File: src/hw/pfsr_pkg.sv
package pfsr_pkg;

   // Five byte-wide status registers, addressed by consecutive codes
   localparam int NUM_REGS = 5;
   localparam int IDX_VOUT = 0;
   localparam int IDX_IOUT = 1;
   localparam int IDX_INPUT = 2;
   localparam int IDX_TEMP = 3;
   localparam int IDX_CML = 4;
   localparam logic [7:0] CODE_VOUT = 8'h7A;
   localparam logic [7:0] CODE_IOUT = 8'h7B;
   localparam logic [7:0] CODE_INPUT = 8'h7C;
   localparam logic [7:0] CODE_TEMP = 8'h7D;
   localparam logic [7:0] CODE_CML = 8'h7E;

   // Field positions
   localparam int BIT_OVF = 7;
   localparam int BIT_OVW = 6;
   localparam int BIT_UVW = 5;
   localparam int BIT_UVF = 4;
   localparam int BIT_SETPT = 3;
   localparam int BIT_TONMAX = 2;
   localparam int BIT_OCF = 7;
   localparam int BIT_OCW = 5;
   localparam int BIT_LOWVIN = 3;
   localparam int BIT_OTF = 7;
   localparam int BIT_OTW = 6;
   localparam int BIT_IVC = 7;
   localparam int BIT_IVD = 6;
   localparam int BIT_PEC = 5;
   localparam int BIT_MEM = 4;
   localparam int BIT_OTH = 1;

   typedef logic [NUM_REGS-1:0][7:0] pfsr_bank_type;

   // Writable (clearable) bits; every other bit reads zero
   localparam pfsr_bank_type WMASK_C = {8'hF2, 8'hC0, 8'h08, 8'hA0, 8'hFC};
   localparam pfsr_bank_type RESET_C = {8'h00, 8'h00, 8'h08, 8'h00, 8'h00};
   // Low-input bit, held off the alert line until input first comes up
   localparam pfsr_bank_type LOWVIN_GATE_C =
      {8'h00, 8'h00, 8'h08, 8'h00, 8'h00};

   // Temperature re-set band after a host clear, in degrees C
   localparam logic signed [15:0] OT_HYST_C = 16'sh0014;

   typedef struct packed {
      logic valid;
      logic write;
      logic [7:0] code;
      logic [7:0] wdata;
   } pfsr_cmd_type;

   typedef struct packed {
      logic ov_fault;
      logic ov_warn;
      logic uv_warn;
      logic uv_fault;
      logic oc_fault;
      logic oc_warn;
      logic vin_on;
      logic vin_off;
   } pfsr_cmp_type;

   typedef struct packed {
      logic setpoint_range;
      logic ton_max;
      logic inv_cmd;
      logic inv_data;
      logic pec_fail;
      logic mem_fault;
      logic other_comm;
   } pfsr_evt_type;

   typedef struct packed {
      logic vout_over_fault;
      logic overcurrent_fault;
      logic vout_any;
      logic iout_any;
      logic input_any;
      logic temp_any;
      logic cml_any;
   } pfsr_summary_type;

endpackage

File: src/hw/pfsr_sync3.sv
`timescale 1ns/1ps
module pfsr_sync3 #(
   parameter int WIDTH = 8
) (
   input wire logic sys_clk_i,
   input wire logic rst_i,
   input wire logic [WIDTH-1:0] async_i,
   output logic [WIDTH-1:0] sync_o
);
   logic [WIDTH-1:0] s1_reg;
   logic [WIDTH-1:0] s2_reg;
   logic [WIDTH-1:0] s3_reg;
   logic [WIDTH-1:0] out_reg;
   logic [WIDTH-1:0] out_next;

   // A bit changes only once the second and third stages agree
   assign out_next = (s2_reg & ~(s2_reg ^ s3_reg)) |
                     (out_reg & (s2_reg ^ s3_reg));
   assign sync_o = out_reg;

   always_ff @(posedge sys_clk_i or posedge rst_i) begin
      if (rst_i) begin
         s1_reg <= '0;
         s2_reg <= '0;
         s3_reg <= '0;
         out_reg <= '0;
      end else begin
         s1_reg <= async_i;
         s2_reg <= s1_reg;
         s3_reg <= s2_reg;
         out_reg <= out_next;
      end
   end
endmodule

File: src/hw/pfsr_flag_byte.sv
`timescale 1ns/1ps
module pfsr_flag_byte #(
   parameter logic [7:0] WMASK = 8'hFF,
   parameter logic [7:0] RESET_VAL = 8'h00
) (
   input wire logic sys_clk_i,
   input wire logic rst_i,
   input wire logic [7:0] set_i,
   input wire logic [7:0] clr_i,
   input wire logic force_zero_i,
   output logic [7:0] flags_o
);
   logic [7:0] flags_reg;
   logic [7:0] flags_next;

   // Set wins over a clear in the same cycle
   assign flags_next = force_zero_i ? 8'h00 :
                       (((flags_reg & ~clr_i) | set_i) & WMASK);
   assign flags_o = flags_reg;

   always_ff @(posedge sys_clk_i or posedge rst_i) begin
      if (rst_i) begin
         flags_reg <= RESET_VAL;
      end else begin
         flags_reg <= flags_next;
      end
   end
endmodule

File: src/hw/pfsr_status_bank.sv
`timescale 1ns/1ps
module pfsr_status_bank (
   input wire logic sys_clk_i,
   input wire logic rst_i,
   input wire pfsr_pkg::pfsr_cmd_type cmd_i,
   output logic [7:0] rd_data_o,
   output logic rd_valid_o,
   input wire pfsr_pkg::pfsr_cmp_type cmp_async_i,
   input wire pfsr_pkg::pfsr_evt_type evt_i,
   input wire logic signed [15:0] temp_i,
   input wire logic signed [15:0] ot_fault_limit_i,
   input wire logic signed [15:0] ot_warn_limit_i,
   input wire logic loop_slave_i,
   input wire pfsr_pkg::pfsr_bank_type alert_mask_i,
   output pfsr_pkg::pfsr_bank_type status_o,
   output pfsr_pkg::pfsr_summary_type summary_o,
   output logic smbalert_drv_o,
   output logic smbalert_oe_o
);
   logic [7:0] cmp_raw;
   pfsr_pkg::pfsr_cmp_type cmp_s;
   pfsr_pkg::pfsr_bank_type flags;
   pfsr_pkg::pfsr_bank_type set_bank;
   pfsr_pkg::pfsr_bank_type clr_bank;
   pfsr_pkg::pfsr_bank_type host_clr;
   pfsr_pkg::pfsr_bank_type alert_gate;
   pfsr_pkg::pfsr_summary_type summary_reg;
   pfsr_pkg::pfsr_summary_type summary_next;
   logic [7:0] rd_data_reg;
   logic [7:0] rd_data_next;
   logic rd_valid_reg;
   logic vin_seen_reg;
   logic vin_seen_next;
   logic alert_reg;
   logic alert_next;
   logic code_hit;
   logic wr_hit;
   logic [2:0] sel;
   logic [7:0] code_off;
   logic signed [15:0] otf_band;
   logic signed [15:0] otw_band;

   // Comparator outputs come from the analog side
   assign cmp_raw = cmp_async_i;

   pfsr_sync3 #(
      .WIDTH(8)
   ) u_cmp_sync (
      .sys_clk_i(sys_clk_i),
      .rst_i(rst_i),
      .async_i(cmp_raw),
      .sync_o(cmp_s)
   );

   // Command decode over the five consecutive codes
   assign code_off = cmd_i.code - pfsr_pkg::CODE_VOUT;
   assign code_hit = (cmd_i.code >= pfsr_pkg::CODE_VOUT) &&
                     (cmd_i.code <= pfsr_pkg::CODE_CML);
   assign sel = code_off[2:0];
   assign wr_hit = cmd_i.valid && cmd_i.write && code_hit;

   assign otf_band = ot_fault_limit_i - pfsr_pkg::OT_HYST_C;
   assign otw_band = ot_warn_limit_i - pfsr_pkg::OT_HYST_C;

   always_comb begin
      set_bank = '0;
      // Output voltage flags
      set_bank[pfsr_pkg::IDX_VOUT][pfsr_pkg::BIT_OVF] = cmp_s.ov_fault;
      set_bank[pfsr_pkg::IDX_VOUT][pfsr_pkg::BIT_OVW] = cmp_s.ov_warn;
      set_bank[pfsr_pkg::IDX_VOUT][pfsr_pkg::BIT_UVW] = cmp_s.uv_warn;
      set_bank[pfsr_pkg::IDX_VOUT][pfsr_pkg::BIT_UVF] = cmp_s.uv_fault;
      set_bank[pfsr_pkg::IDX_VOUT][pfsr_pkg::BIT_SETPT] =
         evt_i.setpoint_range;
      set_bank[pfsr_pkg::IDX_VOUT][pfsr_pkg::BIT_TONMAX] = evt_i.ton_max;
      // Output current flags
      set_bank[pfsr_pkg::IDX_IOUT][pfsr_pkg::BIT_OCF] = cmp_s.oc_fault;
      set_bank[pfsr_pkg::IDX_IOUT][pfsr_pkg::BIT_OCW] = cmp_s.oc_warn;
      // Live before first turn-on, latched on turn-off afterwards
      set_bank[pfsr_pkg::IDX_INPUT][pfsr_pkg::BIT_LOWVIN] = vin_seen_reg ?
         cmp_s.vin_off : !cmp_s.vin_on;
      // A host clear re-sets unless 20 C below the limit
      set_bank[pfsr_pkg::IDX_TEMP][pfsr_pkg::BIT_OTF] =
         (temp_i >= ot_fault_limit_i) ||
         (host_clr[pfsr_pkg::IDX_TEMP][pfsr_pkg::BIT_OTF] &&
          (temp_i > otf_band));
      set_bank[pfsr_pkg::IDX_TEMP][pfsr_pkg::BIT_OTW] =
         (temp_i >= ot_warn_limit_i) ||
         (host_clr[pfsr_pkg::IDX_TEMP][pfsr_pkg::BIT_OTW] &&
          (temp_i > otw_band));
      // Communication and memory flags
      set_bank[pfsr_pkg::IDX_CML][pfsr_pkg::BIT_IVC] = evt_i.inv_cmd;
      set_bank[pfsr_pkg::IDX_CML][pfsr_pkg::BIT_IVD] = evt_i.inv_data;
      set_bank[pfsr_pkg::IDX_CML][pfsr_pkg::BIT_PEC] = evt_i.pec_fail;
      set_bank[pfsr_pkg::IDX_CML][pfsr_pkg::BIT_MEM] = evt_i.mem_fault;
      set_bank[pfsr_pkg::IDX_CML][pfsr_pkg::BIT_OTH] = evt_i.other_comm;
   end

   genvar g;
   generate
      for (g = 0; g < pfsr_pkg::NUM_REGS; g = g + 1) begin : g_reg
         // Only bits written as one are cleared
         assign host_clr[g] = (wr_hit && (sel == 3'(g))) ?
                              cmd_i.wdata : 8'h00;
         if (g == pfsr_pkg::IDX_INPUT) begin : g_in
            // Before first turn-on the bit tracks the input, not the host
            assign clr_bank[g] = vin_seen_reg ? host_clr[g] :
               ({7'h00, cmp_s.vin_on} << pfsr_pkg::BIT_LOWVIN);
         end else begin : g_other
            assign clr_bank[g] = host_clr[g];
         end
         pfsr_flag_byte #(
            .WMASK(pfsr_pkg::WMASK_C[g]),
            .RESET_VAL(pfsr_pkg::RESET_C[g])
         ) u_flags (
            .sys_clk_i(sys_clk_i),
            .rst_i(rst_i),
            .set_i(set_bank[g]),
            .clr_i(clr_bank[g]),
            .force_zero_i(loop_slave_i && (g == pfsr_pkg::IDX_VOUT)),
            .flags_o(flags[g])
         );
      end
   endgenerate

   assign vin_seen_next = vin_seen_reg || cmp_s.vin_on;

   // Low-input bit stays off the alert during the initial phase
   assign alert_gate = vin_seen_reg ? '1 : ~pfsr_pkg::LOWVIN_GATE_C;
   assign alert_next = |(flags & ~alert_mask_i & alert_gate);

   // Summary bits are derived only; no write reaches them
   assign summary_next.vout_over_fault =
      flags[pfsr_pkg::IDX_VOUT][pfsr_pkg::BIT_OVF];
   assign summary_next.overcurrent_fault =
      flags[pfsr_pkg::IDX_IOUT][pfsr_pkg::BIT_OCF];
   assign summary_next.vout_any = |flags[pfsr_pkg::IDX_VOUT];
   assign summary_next.iout_any = |flags[pfsr_pkg::IDX_IOUT];
   assign summary_next.input_any = |flags[pfsr_pkg::IDX_INPUT];
   assign summary_next.temp_any = |flags[pfsr_pkg::IDX_TEMP];
   assign summary_next.cml_any = |flags[pfsr_pkg::IDX_CML];

   // Unmapped codes read as zero; unused bits already read zero
   assign rd_data_next = code_hit ? flags[sel] : 8'h00;

   always_ff @(posedge sys_clk_i or posedge rst_i) begin
      if (rst_i) begin
         vin_seen_reg <= 1'b0;
         alert_reg <= 1'b0;
         summary_reg <= '0;
         rd_data_reg <= 8'h00;
         rd_valid_reg <= 1'b0;
      end else begin
         vin_seen_reg <= vin_seen_next;
         alert_reg <= alert_next;
         summary_reg <= summary_next;
         rd_data_reg <= (cmd_i.valid && !cmd_i.write) ? rd_data_next :
                        rd_data_reg;
         rd_valid_reg <= cmd_i.valid && !cmd_i.write;
      end
   end

   assign status_o = flags;
   assign summary_o = summary_reg;
   assign rd_data_o = rd_data_reg;
   assign rd_valid_o = rd_valid_reg;
   // Open-drain alert: pulls low when enabled
   assign smbalert_drv_o = 1'b0;
   assign smbalert_oe_o = alert_reg;
endmodule

File: config.mk
export PLATFORM = sky130hd
export DESIGN_NAME = pfsr_status_bank
export DESIGN_NICKNAME = d
export VERILOG_FILES = /design/src/hw/pfsr_pkg.sv /design/src/hw/pfsr_sync3.sv /design/src/hw/pfsr_flag_byte.sv /design/src/hw/pfsr_status_bank.sv
export SDC_FILE = /design/constraint.sdc
export NUM_CORES = 1
export LEC_CHECK = 0
export ABC_CLOCK_PERIOD_IN_PS = 2850
export BUFFER_PORTS_ARGS = -buffer_cell sky130_fd_sc_hd__buf_2
export CORE_ASPECT_RATIO = 0.6
export CORE_MARGIN = 2
export CORE_UTILIZATION = 45
export DETAILED_ROUTE_END_ITERATION = 7
export PLACE_DENSITY = 0.75
export RECOVER_POWER = 50
export SETUP_SLACK_MARGIN = 0.3
export SLEW_MARGIN = 20
export SYNTH_ARGS = -nofsm -noshare
export SYNTH_HDL_FRONTEND = slang
export SYNTH_SLANG_ARGS = --single-unit
File: constraint.sdc
create_clock -name sys_clk_i -period 2.85 [get_ports sys_clk_i]
set_input_delay 0.57 -clock sys_clk_i [delete_from_list [all_inputs] [get_ports sys_clk_i]]
set_output_delay 0.57 -clock sys_clk_i [all_outputs]
set_load 0.005 [all_outputs]
### Yosys cells after proc, flatten, opt, wreduce, memory -nomap -nowiden

Cells that the tools add are included.
Widths: inputs -> output; s select.

| storage, ports and cells | value |
|---|---|
| register bits after elaboration | 68 |
| bits of input ports | 124 |
| output and inout bits | 58 |
| logic and storage cells | 91 |

| cells by class | value |
|---|---|
| $add $sub $neg | 3 |
| order comparisons | 7 |
| equal/unequal tests | 4 |
| muxes and demuxes | 12 |
| bitwise operators | 23 |
| reduce and logical (&&, ||, !) cells | 22 |

Operators with widths:

| cell | count |
|---|---|
| $and 40x40->40 | 2 |
| $mux 8 | 7 |
| $and 8x8->8 | 6 |
| $not 40->40 | 1 |
| $not 8->8 | 5 |
| $or 8x8->8 | 5 |
| $reduce_or 40->1 | 1 |
| $ge 16x16->1 | 2 |
| $gt 16x16->1 | 2 |
| $sub 16x6->16 const B | 2 |
| $bmux 8 s3 | 1 |
| $mux 20 | 1 |
| $logic_and 1x1->1 | 11 |
| $ge 8x7->1 const B | 1 |
| $le 8x7->1 const B | 1 |
| $mux 4 | 2 |
| $reduce_or 8->1 | 1 |
| $xor 8x8->8 | 1 |
| $eq 3x2->1 const B | 2 |
| $reduce_or 5->1 | 1 |
| $and 4x4->4 | 1 |
| $lt 3x4->1 const B | 1 |
| $not 4->4 | 1 |
| $or 4x4->4 | 1 |
| other kinds (8) | 12 |

### Depth between registers and ports, before layout

Gate-level depths: netlist (run 1).

| logic depth | value |
|---|---|
| depth in word-level cells | 9 |
| mapped depth | 13 |
| mapped depth without buffers | 13 |

### Cells and area by module

Synthesis (run 1) repeated with hierarchy kept, for this count alone.

| second synthesis, totals | value |
|---|---|
| cells, all modules | 617 |
| area total of the unflattened synthesis | 5449.0 um2 |

By module, submodules not included:

| module | times used | cells each | area each (um2) | seq. area each (um2) |
|---|---|---|---|---|
| pfsr_status_bank | 1 | 478 | 3646.0 | 450.4 |
| pfsr_sync3 | 1 | 41 | 894.6 | 800.8 |
| pfsr_flag_byte (g_reg[0].u_flags) | 1 | 28 | 307.8 | 150.1 |
| pfsr_flag_byte (g_reg[1].u_flags ...) | 2 | 16 | 132.6 | 50.0 |
| pfsr_flag_byte (g_reg[4].u_flags) | 1 | 25 | 230.2 | 125.1 |
| pfsr_flag_byte (g_reg[2].u_flags) | 1 | 13 | 105.1 | 26.3 |

### Worst setup path before layout (run 1)

No wires, ideal clock.

| path | value |
|---|---|
| path type | input port to flip-flop |
| start point | input port ot_warn_limit_i[5] |
| end point | register g_reg[3].u_flags.flags_reg[6] |
| library setup time | 0.069 ns |
| arrival | 2.905 ns |
| required time | 2.781 ns |
| slack | -0.124 ns |
| stages on the path | 11 |
| path buffers | 0 |
| cells stage by stage | nor4_1 -> and2_1 -> nand2_1 -> nor4_1 -> xnor2_1 -> ha_1 -> a21o_1 -> a21o_1 -> a221o_1 -> or4_1 -> nand3_1 |

| between the ends | value |
|---|---|
| longest elaborated chain between the ends | 5 |
| elaborated cells on any way between the ends | 6 |
| classes of those cells | add/sub: 1; order compare: 2; bitwise: 1; reduce/logical: 2 |

Ends and longest elaborated chain:

| what | RTL line | source |
|---|---|---|
| start, declared | pfsr_status_bank.sv:12 | `input wire logic signed [15:0] ot_warn_limit_i,` |
| $sub 16x6->16 | pfsr_status_bank.sv:63 | `assign otw_band = ot_warn_limit_i - pfsr_pkg::OT_HYST_C;` |
| $gt 16x16->1 | pfsr_status_bank.sv:89 | `(temp_i > otw_band));` |
| $logic_and 1x1->1 | pfsr_status_bank.sv:88 | `(host_clr[pfsr_pkg::IDX_TEMP][pfsr_pkg::BIT_OTW] &&` |
| $logic_or 1x1->1 (*) | pfsr_status_bank.sv:87 | `(temp_i >= ot_warn_limit_i) \|\|` |
| $or 8x8->8 (*) | pfsr_flag_byte.sv:18 | `(((flags_reg & ~clr_i) \| set_i) & WMASK);` |
| via g_reg[3].u_flags.flags_next[6] | pfsr_flag_byte.sv:14 | `logic [7:0] flags_next;` |
| end signal, assigned | pfsr_flag_byte.sv:25 | `flags_reg <= flags_next;` |
| end, declared | pfsr_flag_byte.sv:13 | `logic [7:0] flags_reg;` |

Mark *: on every way through the listed nets, which the timed path passes. The rest lies on a longest branch.
A chain may end at the register's enable or synchronous reset.

### Worst setup path in the final report (run 1)

| path | value |
|---|---|
| start point | input port ot_fault_limit_i[2] |
| end point | register g_reg[3].u_flags.flags_reg[7] |

| between the ends | value |
|---|---|
| longest elaborated chain between the ends | 5 |
| elaborated cells on any way between the ends | 6 |
| classes of those cells | add/sub: 1; order compare: 2; bitwise: 1; reduce/logical: 2 |

Ends and longest elaborated chain:

| what | RTL line | source |
|---|---|---|
| start, declared | pfsr_status_bank.sv:11 | `input wire logic signed [15:0] ot_fault_limit_i,` |
| $sub 16x6->16 | pfsr_status_bank.sv:62 | `assign otf_band = ot_fault_limit_i - pfsr_pkg::OT_HYST_C;` |
| $gt 16x16->1 | pfsr_status_bank.sv:85 | `(temp_i > otf_band));` |
| $logic_and 1x1->1 | pfsr_status_bank.sv:84 | `(host_clr[pfsr_pkg::IDX_TEMP][pfsr_pkg::BIT_OTF] &&` |
| $logic_or 1x1->1 (*) | pfsr_status_bank.sv:83 | `(temp_i >= ot_fault_limit_i) \|\|` |
| $or 8x8->8 (*) | pfsr_flag_byte.sv:18 |  |
| via g_reg[3].u_flags.flags_next[7] | pfsr_flag_byte.sv:14 |  |

Marks and branches as above.

==> metrics.txt, run 1 <==
# TYPE chip_impl_metric gauge
chip_impl_metric{name="power.density",unit="nW/um^2"} 466.3
chip_impl_metric{name="vias",unit=""} 4166
chip_impl_info{name="critical-path-slowest-cell",value="ha_1"} 1
chip_impl_info{name="failed_checks",value="max-capacitance violations, max-slew violations, negative setup slack"} 1
chip_impl_metric{name="drt_wl_total",unit="mm"} 13.32
chip_impl_metric{name="wire_length_on_met3",unit="mm"} 1.100
chip_impl_metric{name="max_freq",unit="MHz"} 345.6
chip_impl_metric{name="die_area",unit="sq um"} 10880
chip_impl_metric{name="slew_headroom",unit=""} -0.04082
chip_impl_metric{name="clock_latency_of_the_later_clocked_register_in_the_worst_skew_pair",unit="ns"} 0.34
chip_impl_metric{name="mean_instance_size_in_the_synthesized_netlist",unit="sq um"} 9.352
chip_impl_metric{name="synthesis.yosys.warnings",unit=""} 0
chip_impl_metric{name="portBuffers",unit=""} 130
chip_impl_info{name="synth-main-ff-cell",value="dfrtp_1"} 1
chip_impl_metric{name="clk_pin_slew",unit="ns"} 0.06
chip_impl_info{name="path_delay_family",value="buffers and inverters"} 1
chip_impl_metric{name="cell_leakage_power",unit="nW"} 3.054
chip_impl_metric{name="fin_nets",unit=""} 850
chip_impl_info{name="classification_of_the_worst_slack_hold_path",value="in -> reg"} 1
chip_impl_metric{name="cp.arrival",unit="ns"} 3.13
chip_impl_metric{name="setup_slack",unit="ns"} -0.04342
chip_impl_info{name="highest_metal_layer_with_signal_wires",value="met5"} 1
chip_impl_metric{name="grt_overflow",unit=""} 0
chip_impl_metric{name="netlist_instances",unit=""} 483
chip_impl_info{name="cts_root_buffer",value="clkbuf_16"} 1
chip_impl_metric{name="detail_route.first_pass.iterations",unit=""} 4
chip_impl_metric{name="period_minus_slack",unit="ns"} 2.893
chip_impl_metric{name="hpwlAfterDp",unit="mm"} 10.60
chip_impl_info{name="ys_top_cells_by_area",value="dfrtp_1, ha_1, buf_4, inv_1, xnor2_1"} 1
chip_impl_info{name="path_class",value="in -> reg"} 1
chip_impl_info{name="outcome",value="finished with violations"} 1
chip_impl_metric{name="die_height",unit="um"} 81.61
chip_impl_metric{name="switching_share",unit=""} 0.2660
chip_impl_metric{name="finalCritPeriodShare",unit=""} 1.015
chip_impl_metric{name="clock_sink_count",unit=""} 65
chip_impl_metric{name="ant_nets",unit=""} 0
chip_impl_metric{name="number_of_global_route_vias_before_repair",unit=""} 3987
chip_impl_metric{name="met1Wirelength",unit="mm"} 6.437
chip_impl_metric{name="power.clock.fraction",unit=""} 0.454
chip_impl_metric{name="route.met2.wl",unit="mm"} 5.675
chip_impl_info{name="synthDominantAreaCellType",value="dfrtp_1"} 1
chip_impl_metric{name="synth.distinct_cells",unit=""} 57
chip_impl_metric{name="synthesized_flop_and_latch_total",unit=""} 65
chip_impl_metric{name="post_drt_via_cell_ratio",unit=""} 5.188
chip_impl_metric{name="design.portCount",unit=""} 182
chip_impl_metric{name="ctsLongestPathBuffers",unit=""} 2
chip_impl_metric{name="number_of_antenna_violations_at_the_first_check_in_global_routing",unit=""} 1
chip_impl_metric{name="yosys.area.top_type_share",unit=""} 0.3546
chip_impl_metric{name="fraction_of_layout_instances_using_a_drive_strength_above_1",unit=""} 0.3308
chip_impl_metric{name="power.switching",unit="mW"} 0.7519
chip_impl_metric{name="clock_skew",unit="ns"} 0.007756
chip_impl_metric{name="placement_rows",unit=""} 28
chip_impl_metric{name="synth_sequential_area_ratio",unit=""} 0.3604
chip_impl_metric{name="proportion_of_power_drawn_by_flip_flops_and_latches",unit=""} 0.350
chip_impl_metric{name="post-place-cells",unit=""} 783
chip_impl_metric{name="num_antenna_cells",unit=""} 0
chip_impl_metric{name="cap_viol_max_count",unit=""} 1
chip_impl_info{name="cp_cell_sequence",value="buf_2, buf_4, inv_1, ha_1, o21ai_0, buf_4, buf_4, nor3_1, xnor2_1, ha_1, nand4_1, nor4_2, buf_4, a221oi_4, a21o_1, o211ai_1"} 1
chip_impl_metric{name="total_power_consumption_of_the_routed_design",unit="mW"} 2.826
chip_impl_metric{name="pin_count_of_the_biggest_net_entering_global_routing",unit=""} 66
chip_impl_info{name="tritoncts",value="yes"} 1
chip_impl_metric{name="cp_slowest_stage_delay",unit="ns"} 0.29
chip_impl_info{name="most_common_library_cell_in_the_layout_ignoring_fill_and_taps",value="buf_2"} 1
chip_impl_metric{name="worstPathBufferInverterCount",unit=""} 6
chip_impl_info{name="layout.cells.most_common_list",value="buf_2, dfrtp_1, ha_1"} 1
chip_impl_info{name="critPathLaunchType",value="input pin"} 1
chip_impl_metric{name="final-setup-viol-count",unit=""} 1
chip_impl_info{name="cp-end-kind",value="register"} 1
chip_impl_metric{name="cts_bufs_inserted",unit=""} 9
chip_impl_info{name="crit_top_cell",value="buf_4"} 1
chip_impl_metric{name="drc_errors",unit=""} 0
chip_impl_metric{name="synth-edff-count",unit=""} 0
chip_impl_metric{name="gp_routability_congestion",unit=""} 0.8891
chip_impl_metric{name="grt.total_usage",unit=""} 0.2392
chip_impl_metric{name="syn-cell-area",unit="sq um"} 4517
chip_impl_metric{name="violation_count_after_the_first_detailed_route_iteration",unit=""} 250
chip_impl_metric{name="combPwrFrac",unit=""} 0.195
chip_impl_metric{name="worst_slew_pin_slew",unit="ns"} 1.561
chip_impl_metric{name="internal_power",unit="mW"} 2.075
chip_impl_info{name="grt_setup_unrepaired",value="yes"} 1
chip_impl_metric{name="required_time_of_the_critical_path",unit="ns"} 3.09
chip_impl_metric{name="timing.final.max_slew_violations",unit=""} 66
chip_impl_metric{name="global_route_wire_length_before_repair",unit="mm"} 19.88
chip_impl_metric{name="critical_path_peak_fanout",unit=""} 4
chip_impl_metric{name="die_w",unit="um"} 133.3
chip_impl_metric{name="flip_flop_count_of_the_largest_register_all_copies_and_words_added",unit=""} 16
chip_impl_metric{name="final_cell_count_no_fill",unit=""} 803
chip_impl_metric{name="htreeDepth",unit=""} 3
chip_impl_metric{name="floorplan.core_area",unit="sq um"} 9809
chip_impl_metric{name="timing_hold_violations_final",unit=""} 0
chip_impl_metric{name="area_delta_synth_final",unit="%"} 34.18
chip_impl_metric{name="irDropWorstVdd",unit="mV"} 0.6178
chip_impl_metric{name="route.detailed.wl_per_inst",unit="um"} 16.59
chip_impl_metric{name="floorplan.initialDensity",unit=""} 0.4605
chip_impl_metric{name="synth_async_sr_flop_share",unit=""} 1.000
timing repair:
action,in CTS,in global routing
hold buffers,0,0
gates resized for setup,17,12
pin swaps,5,11
endpoints found under the setup margin,2,2
setup buffers,4,0
layer usage:
| metal | GRT usage | up-vias |
|---|---|---|
| li1 | - | 2014 |
| met1 | 0.3434 | 1956 |
| met2 | 0.3577 | 182 |
| met3 | 0.07160 | 12 |
| met4 | 0.05106 | 2 |
| met5 | 0 | - |
synthesized netlist by cell type, drive strengths merged, types with 3 or more instances:
master	n
nand4	14
a21oi	31
nor3	8
dfrtp	64
nor2	30
o21ai	18
a221oi	5
nand2b	3
nand3	11
inv	50
a21o	17
nor4	11
nor2b	6
mux2i	5
nand2	41
or2	4
xnor2	20
buf	32
o211ai	3
maj3	8
ha	63
o22ai	3
logic make-up (layout without fill, tap and decap cells):
family          Yosys count  after routing  share of synthesized area
flops                    65             65                     0.3604
xor+xnor                 22             22                    0.04266
simple gates            141            141                     0.1612
compound gates           94             94                     0.1346
buf+inv                  83            243                    0.09446
other cells               1             26                  0.0008302
fa+ha+maj                71             71                     0.1922
mux                       6              6                    0.01357
final cells by class:
cell class,instances,area [sq um]
inverter,50,187.7
timing repair buffer,177,1041
tap,135,168.9
clock inverter,7,125.1
fill,842,3749
multi-input combinational,360,2685
sequential,65,1628
clock buffer,9,225.2
final timing paths:
kind | startpoint | to | slack (ns) | cells past startpoint
worst max-delay path | ot_fault_limit_i[2] | g_reg[3].u_flags.flags_o[7] | -0.04 | 16
worst min-delay path | cmp_async_i[4] | u_cmp_sync.s1_reg[4] | 0.33 | 1
max in group asynchronous | rst_i | rd_data_o[5] | 1.15 | 3
worst max register to register | g_reg[0].u_flags.flags_o[7] | smbalert_oe_o | 1.40 | 5
worst min register to register | u_cmp_sync.s1_reg[0] | u_cmp_sync.s2_reg[0] | 0.35 | 0
min in group asynchronous | rst_i | u_cmp_sync.s1_reg[4] | 0.75 | 3
per-stage QoR:
| stage | TNS, ns | worst slack (ns) | instance area (sq um) | utilization | hold WS [ns] |
|---|---|---|---|---|---|
| final | -0.04342 | -0.04342 | 6061 | 0.6179 | 0.3346 |
| after global placement | -0.7748 | -0.4404 | 5555 | 0.5663 | 0.3320 |
| after floorplan | -0.06433 | -0.06433 | 4652 | - | 0.3312 |
| after CTS | 0 | 0.02080 | 6010 | 0.6126 | 0.3264 |
| after detailed placement | -0.9526 | -0.5576 | 5555 | 0.5663 | 0.3418 |
| after global routing | -0.3154 | -0.2202 | 6061 | 0.6179 | 0.3269 |
power groups by stage:
| stage | logic, mW | clock network (mW) | registers, mW |
|---|---|---|---|
| final | 0.552 | 1.28 | 0.990 |
| after global routing | 0.612 | 1.34 | 0.995 |
| after CTS | 0.536 | 1.30 | 0.990 |
| after detailed placement | 0.516 | 0 | 1.01 |
| after global placement | 0.491 | 0 | 1.00 |
| after floorplan | 0.303 | 0 | 0.997 |
Note: power is estimated with default switching activity, not from simulation.
==> run 2, diff against run 1 <==
- SETUP_SLACK_MARGIN: 0.3 -> not set
==> run 2 against run 1 <==
  * The run ends with max-capacitance violations, max-slew violations left
  * Fmax grew 3.6%
  * Wire length shrank 1.1%
  * Highest routed layer is now met4
  * Clock-buffer cell count is the same
==> metrics.txt, run 2 (synthesis results as in run 1) <==
# TYPE chip_impl_metric gauge
chip_impl_metric{name="internal_power",unit="mW"} 2.068
chip_impl_metric{name="grt.total_usage",unit=""} 0.2416
chip_impl_info{name="grt_setup_unrepaired",value="yes"} 1
chip_impl_metric{name="pin_count_of_the_biggest_net_entering_global_routing",unit=""} 66
chip_impl_info{name="timing.rr.start",value="g_reg[0].u_flags.flags_o[7]"} 1
chip_impl_info{name="path_class",value="in -> reg"} 1
chip_impl_metric{name="power.switching",unit="mW"} 0.7502
chip_impl_metric{name="final-setup-viol-count",unit=""} 0
chip_impl_metric{name="combPwrFrac",unit=""} 0.193
chip_impl_metric{name="route.detailed.wl_per_inst",unit="um"} 16.49
chip_impl_info{name="critPathLaunchType",value="input pin"} 1
chip_impl_metric{name="clk_pin_slew",unit="ns"} 0.06
chip_impl_metric{name="num_antenna_cells",unit=""} 0
chip_impl_info{name="worstSetupStartpoint",value="ot_warn_limit_i[8]"} 1
chip_impl_metric{name="ctsLongestPathBuffers",unit=""} 2
chip_impl_metric{name="floorplan.initialDensity",unit=""} 0.4605
chip_impl_info{name="failed_checks",value="max-capacitance violations, max-slew violations"} 1
chip_impl_metric{name="final.hold.worst_slack",unit="ns"} 0.3425
chip_impl_metric{name="route.met2.wl",unit="mm"} 5.675
chip_impl_metric{name="switching_share",unit=""} 0.2662
chip_impl_metric{name="postCtsSetupBuffers",unit=""} 0
chip_impl_metric{name="portBuffers",unit=""} 130
chip_impl_metric{name="cts_hold_buf",unit=""} 0
chip_impl_metric{name="area_delta_synth_final",unit="%"} 32.16
chip_impl_metric{name="fraction_of_layout_instances_using_a_drive_strength_above_1",unit=""} 0.3238
chip_impl_metric{name="max_freq",unit="MHz"} 357.9
chip_impl_metric{name="slew_headroom",unit=""} -0.04086
chip_impl_info{name="outcome",value="finished with violations"} 1
chip_impl_metric{name="cts_bufs_inserted",unit=""} 9
chip_impl_metric{name="die_area",unit="sq um"} 10880
chip_impl_metric{name="period_minus_slack",unit="ns"} 2.794
chip_impl_metric{name="cell_leakage_power",unit="nW"} 3.009
chip_impl_metric{name="timing.final.max_slew_violations",unit=""} 66
chip_impl_metric{name="detail_route.first_pass.iterations",unit=""} 7
chip_impl_metric{name="critical_path_peak_fanout",unit=""} 3
chip_impl_metric{name="hpwlAfterDp",unit="mm"} 10.62
chip_impl_info{name="most_common_library_cell_in_the_layout_ignoring_fill_and_taps",value="buf_2"} 1
chip_impl_info{name="crit_reg_reg_endpoint",value="smbalert_oe_o"} 1
chip_impl_metric{name="vias",unit=""} 4180
chip_impl_metric{name="design.portCount",unit=""} 182
chip_impl_metric{name="required_time_of_the_critical_path",unit="ns"} 3.11
chip_impl_metric{name="grt_overflow",unit=""} 0
chip_impl_metric{name="clock_skew",unit="ns"} 0.008715
chip_impl_metric{name="met1Wirelength",unit="mm"} 6.443
chip_impl_info{name="cp-end-kind",value="register"} 1
chip_impl_metric{name="drc_errors",unit=""} 0
chip_impl_metric{name="cap_viol_max_count",unit=""} 1
chip_impl_metric{name="irDropWorstVdd",unit="mV"} 0.4570
chip_impl_metric{name="placement_rows",unit=""} 28
chip_impl_metric{name="worst_slew_pin_slew",unit="ns"} 1.561
chip_impl_metric{name="wire_length_on_met3",unit="um"} 952
chip_impl_metric{name="htreeDepth",unit=""} 3
chip_impl_metric{name="rr_worst_depth",unit=""} 5
chip_impl_metric{name="power.clock.fraction",unit=""} 0.456
chip_impl_metric{name="flip_flop_count_of_the_largest_register_all_copies_and_words_added",unit=""} 16
chip_impl_metric{name="power.density",unit="nW/um^2"} 472.1
chip_impl_info{name="layout.cells.most_common_list",value="buf_2, dfrtp_1, ha_1"} 1
chip_impl_metric{name="number_of_antenna_violations_at_the_first_check_in_global_routing",unit=""} 0
chip_impl_metric{name="setup-tns-final",unit="ns"} 0
chip_impl_info{name="cts_root_buffer",value="clkbuf_16"} 1
chip_impl_metric{name="die_w",unit="um"} 133.3
chip_impl_metric{name="proportion_of_power_drawn_by_flip_flops_and_latches",unit=""} 0.352
chip_impl_metric{name="global_route_wire_length_before_repair",unit="mm"} 20.08
chip_impl_info{name="tritoncts",value="yes"} 1
chip_impl_metric{name="ff2ff_setup_slack",unit="ns"} 1.35
chip_impl_metric{name="number_of_global_route_vias_before_repair",unit=""} 3950
chip_impl_info{name="classification_of_the_worst_slack_hold_path",value="in -> reg"} 1
chip_impl_metric{name="floorplan.core_area",unit="sq um"} 9809
chip_impl_info{name="hold_start",value="cmp_async_i[2]"} 1
chip_impl_metric{name="drt_wl_total",unit="mm"} 13.18
chip_impl_info{name="critical-path-slowest-cell",value="or4_1"} 1
chip_impl_metric{name="timing_hold_violations_final",unit=""} 0
chip_impl_metric{name="violation_count_after_the_first_detailed_route_iteration",unit=""} 231
chip_impl_metric{name="die_height",unit="um"} 81.61
chip_impl_metric{name="clock_sink_count",unit=""} 65
chip_impl_info{name="min_to",value="u_cmp_sync.s1_reg[2]"} 1
chip_impl_metric{name="gp_routability_congestion",unit=""} 0.9005
chip_impl_info{name="highest_metal_layer_with_signal_wires",value="met4"} 1
chip_impl_info{name="cp_cell_sequence",value="buf_2, nor4_4, and2_4, nand2_2, nor4_4, xnor2_1, ha_1, a21o_1, a21o_1, a221o_1, or4_1, nand3_1"} 1
chip_impl_metric{name="clock_latency_of_the_later_clocked_register_in_the_worst_skew_pair",unit="ns"} 0.33
chip_impl_metric{name="finalCritPeriodShare",unit=""} 0.9804
chip_impl_metric{name="cp.arrival",unit="ns"} 3.06
chip_impl_metric{name="fin_nets",unit=""} 846
chip_impl_metric{name="ant_nets",unit=""} 0
chip_impl_metric{name="worstHoldPathCells",unit=""} 1
chip_impl_metric{name="post_drt_via_cell_ratio",unit=""} 5.232
chip_impl_metric{name="cp_slowest_stage_delay",unit="ns"} 0.40
## run 2: changes by cell type in the layout (fill, tap and decap cells not counted), sizes merged
| cell | before | now |
|---|---|---|
| buf | 175 | 171 |
| inv | 51 | 52 |
| clkinv | 3 | 2 |
## run 2: worst max path at each step
stage	endpoint
final	g_reg[3].u_flags.flags_o[6]
after floorplan	g_reg[3].u_flags.flags_o[6]
after detailed placement	g_reg[3].u_flags.flags_o[6]
after CTS	g_reg[3].u_flags.flags_o[6]
after global placement	g_reg[3].u_flags.flags_o[6]
after global routing	g_reg[3].u_flags.flags_o[7]
## run 2: timing repair
action,in CTS,in global routing
endpoints found under the hold margin,0,0
resized for setup,3,15
setup endpoints to repair,2,2
pin swaps,4,4
## run 2: cell type report
| type | count | area (sq um) |
|---|---|---|
| clock buffers | 9 | 225.2 |
| clock inverters | 7 | 125.1 |
| fillers | 835 | 3840 |
| inverters | 50 | 187.7 |
| multi-input cells | 360 | 2653 |
| flip-flops and latches | 65 | 1628 |
| well taps | 135 | 168.9 |
| repair buffers | 173 | 982.2 |
## run 2: per-layer routing
metal | global-route usage | vias up
met3 | 0.05123 | 14
met5 | 0 | -
met2 | 0.3603 | 169
met1 | 0.3601 | 1986
met4 | 0.05426 | 0
li1 | - | 2011
## run 2: through the flow
step | cells | util | setup slack (ns) | total power [mW] | instance area, sq um
2_1_floorplan | 508 | - | -0.06433 | 1.299 | 4643
3_3_place_gp | 783 | 0.5654 | -0.3986 | 1.502 | 5547
3_5_place_dp | 783 | 0.5654 | -0.5121 | 1.526 | 5547
4_1_cts | 799 | 0.6029 | 0.01772 | 2.824 | 5914
5_1_grt | 799 | 0.6085 | -0.1241 | 2.940 | 5969
6_report | 799 | 0.6085 | 0.05580 | 2.818 | 5969
## run 2: critical path, delay by kind of cell
kind	cells	cell delay, ns
AND/OR/NAND/NOR	6	1.27
AO/OA/AOI/OAI	3	0.64
buffers and inverters	1	0.12
XOR/XNOR	1	0.12
adder cells (fa/ha/maj)	1	0.33
## run 2: power groups by stage
| stage | Clock [mW] | Sequential, mW | Combinational [mW] |
|---|---|---|---|
| after floorplan | 0 | 0.997 | 0.301 |
| after global placement | 0 | 1.00 | 0.499 |
| after detailed placement | 0 | 1.01 | 0.520 |
| after CTS | 1.31 | 0.990 | 0.526 |
| after global routing | 1.34 | 0.995 | 0.607 |
| final | 1.28 | 0.991 | 0.544 |
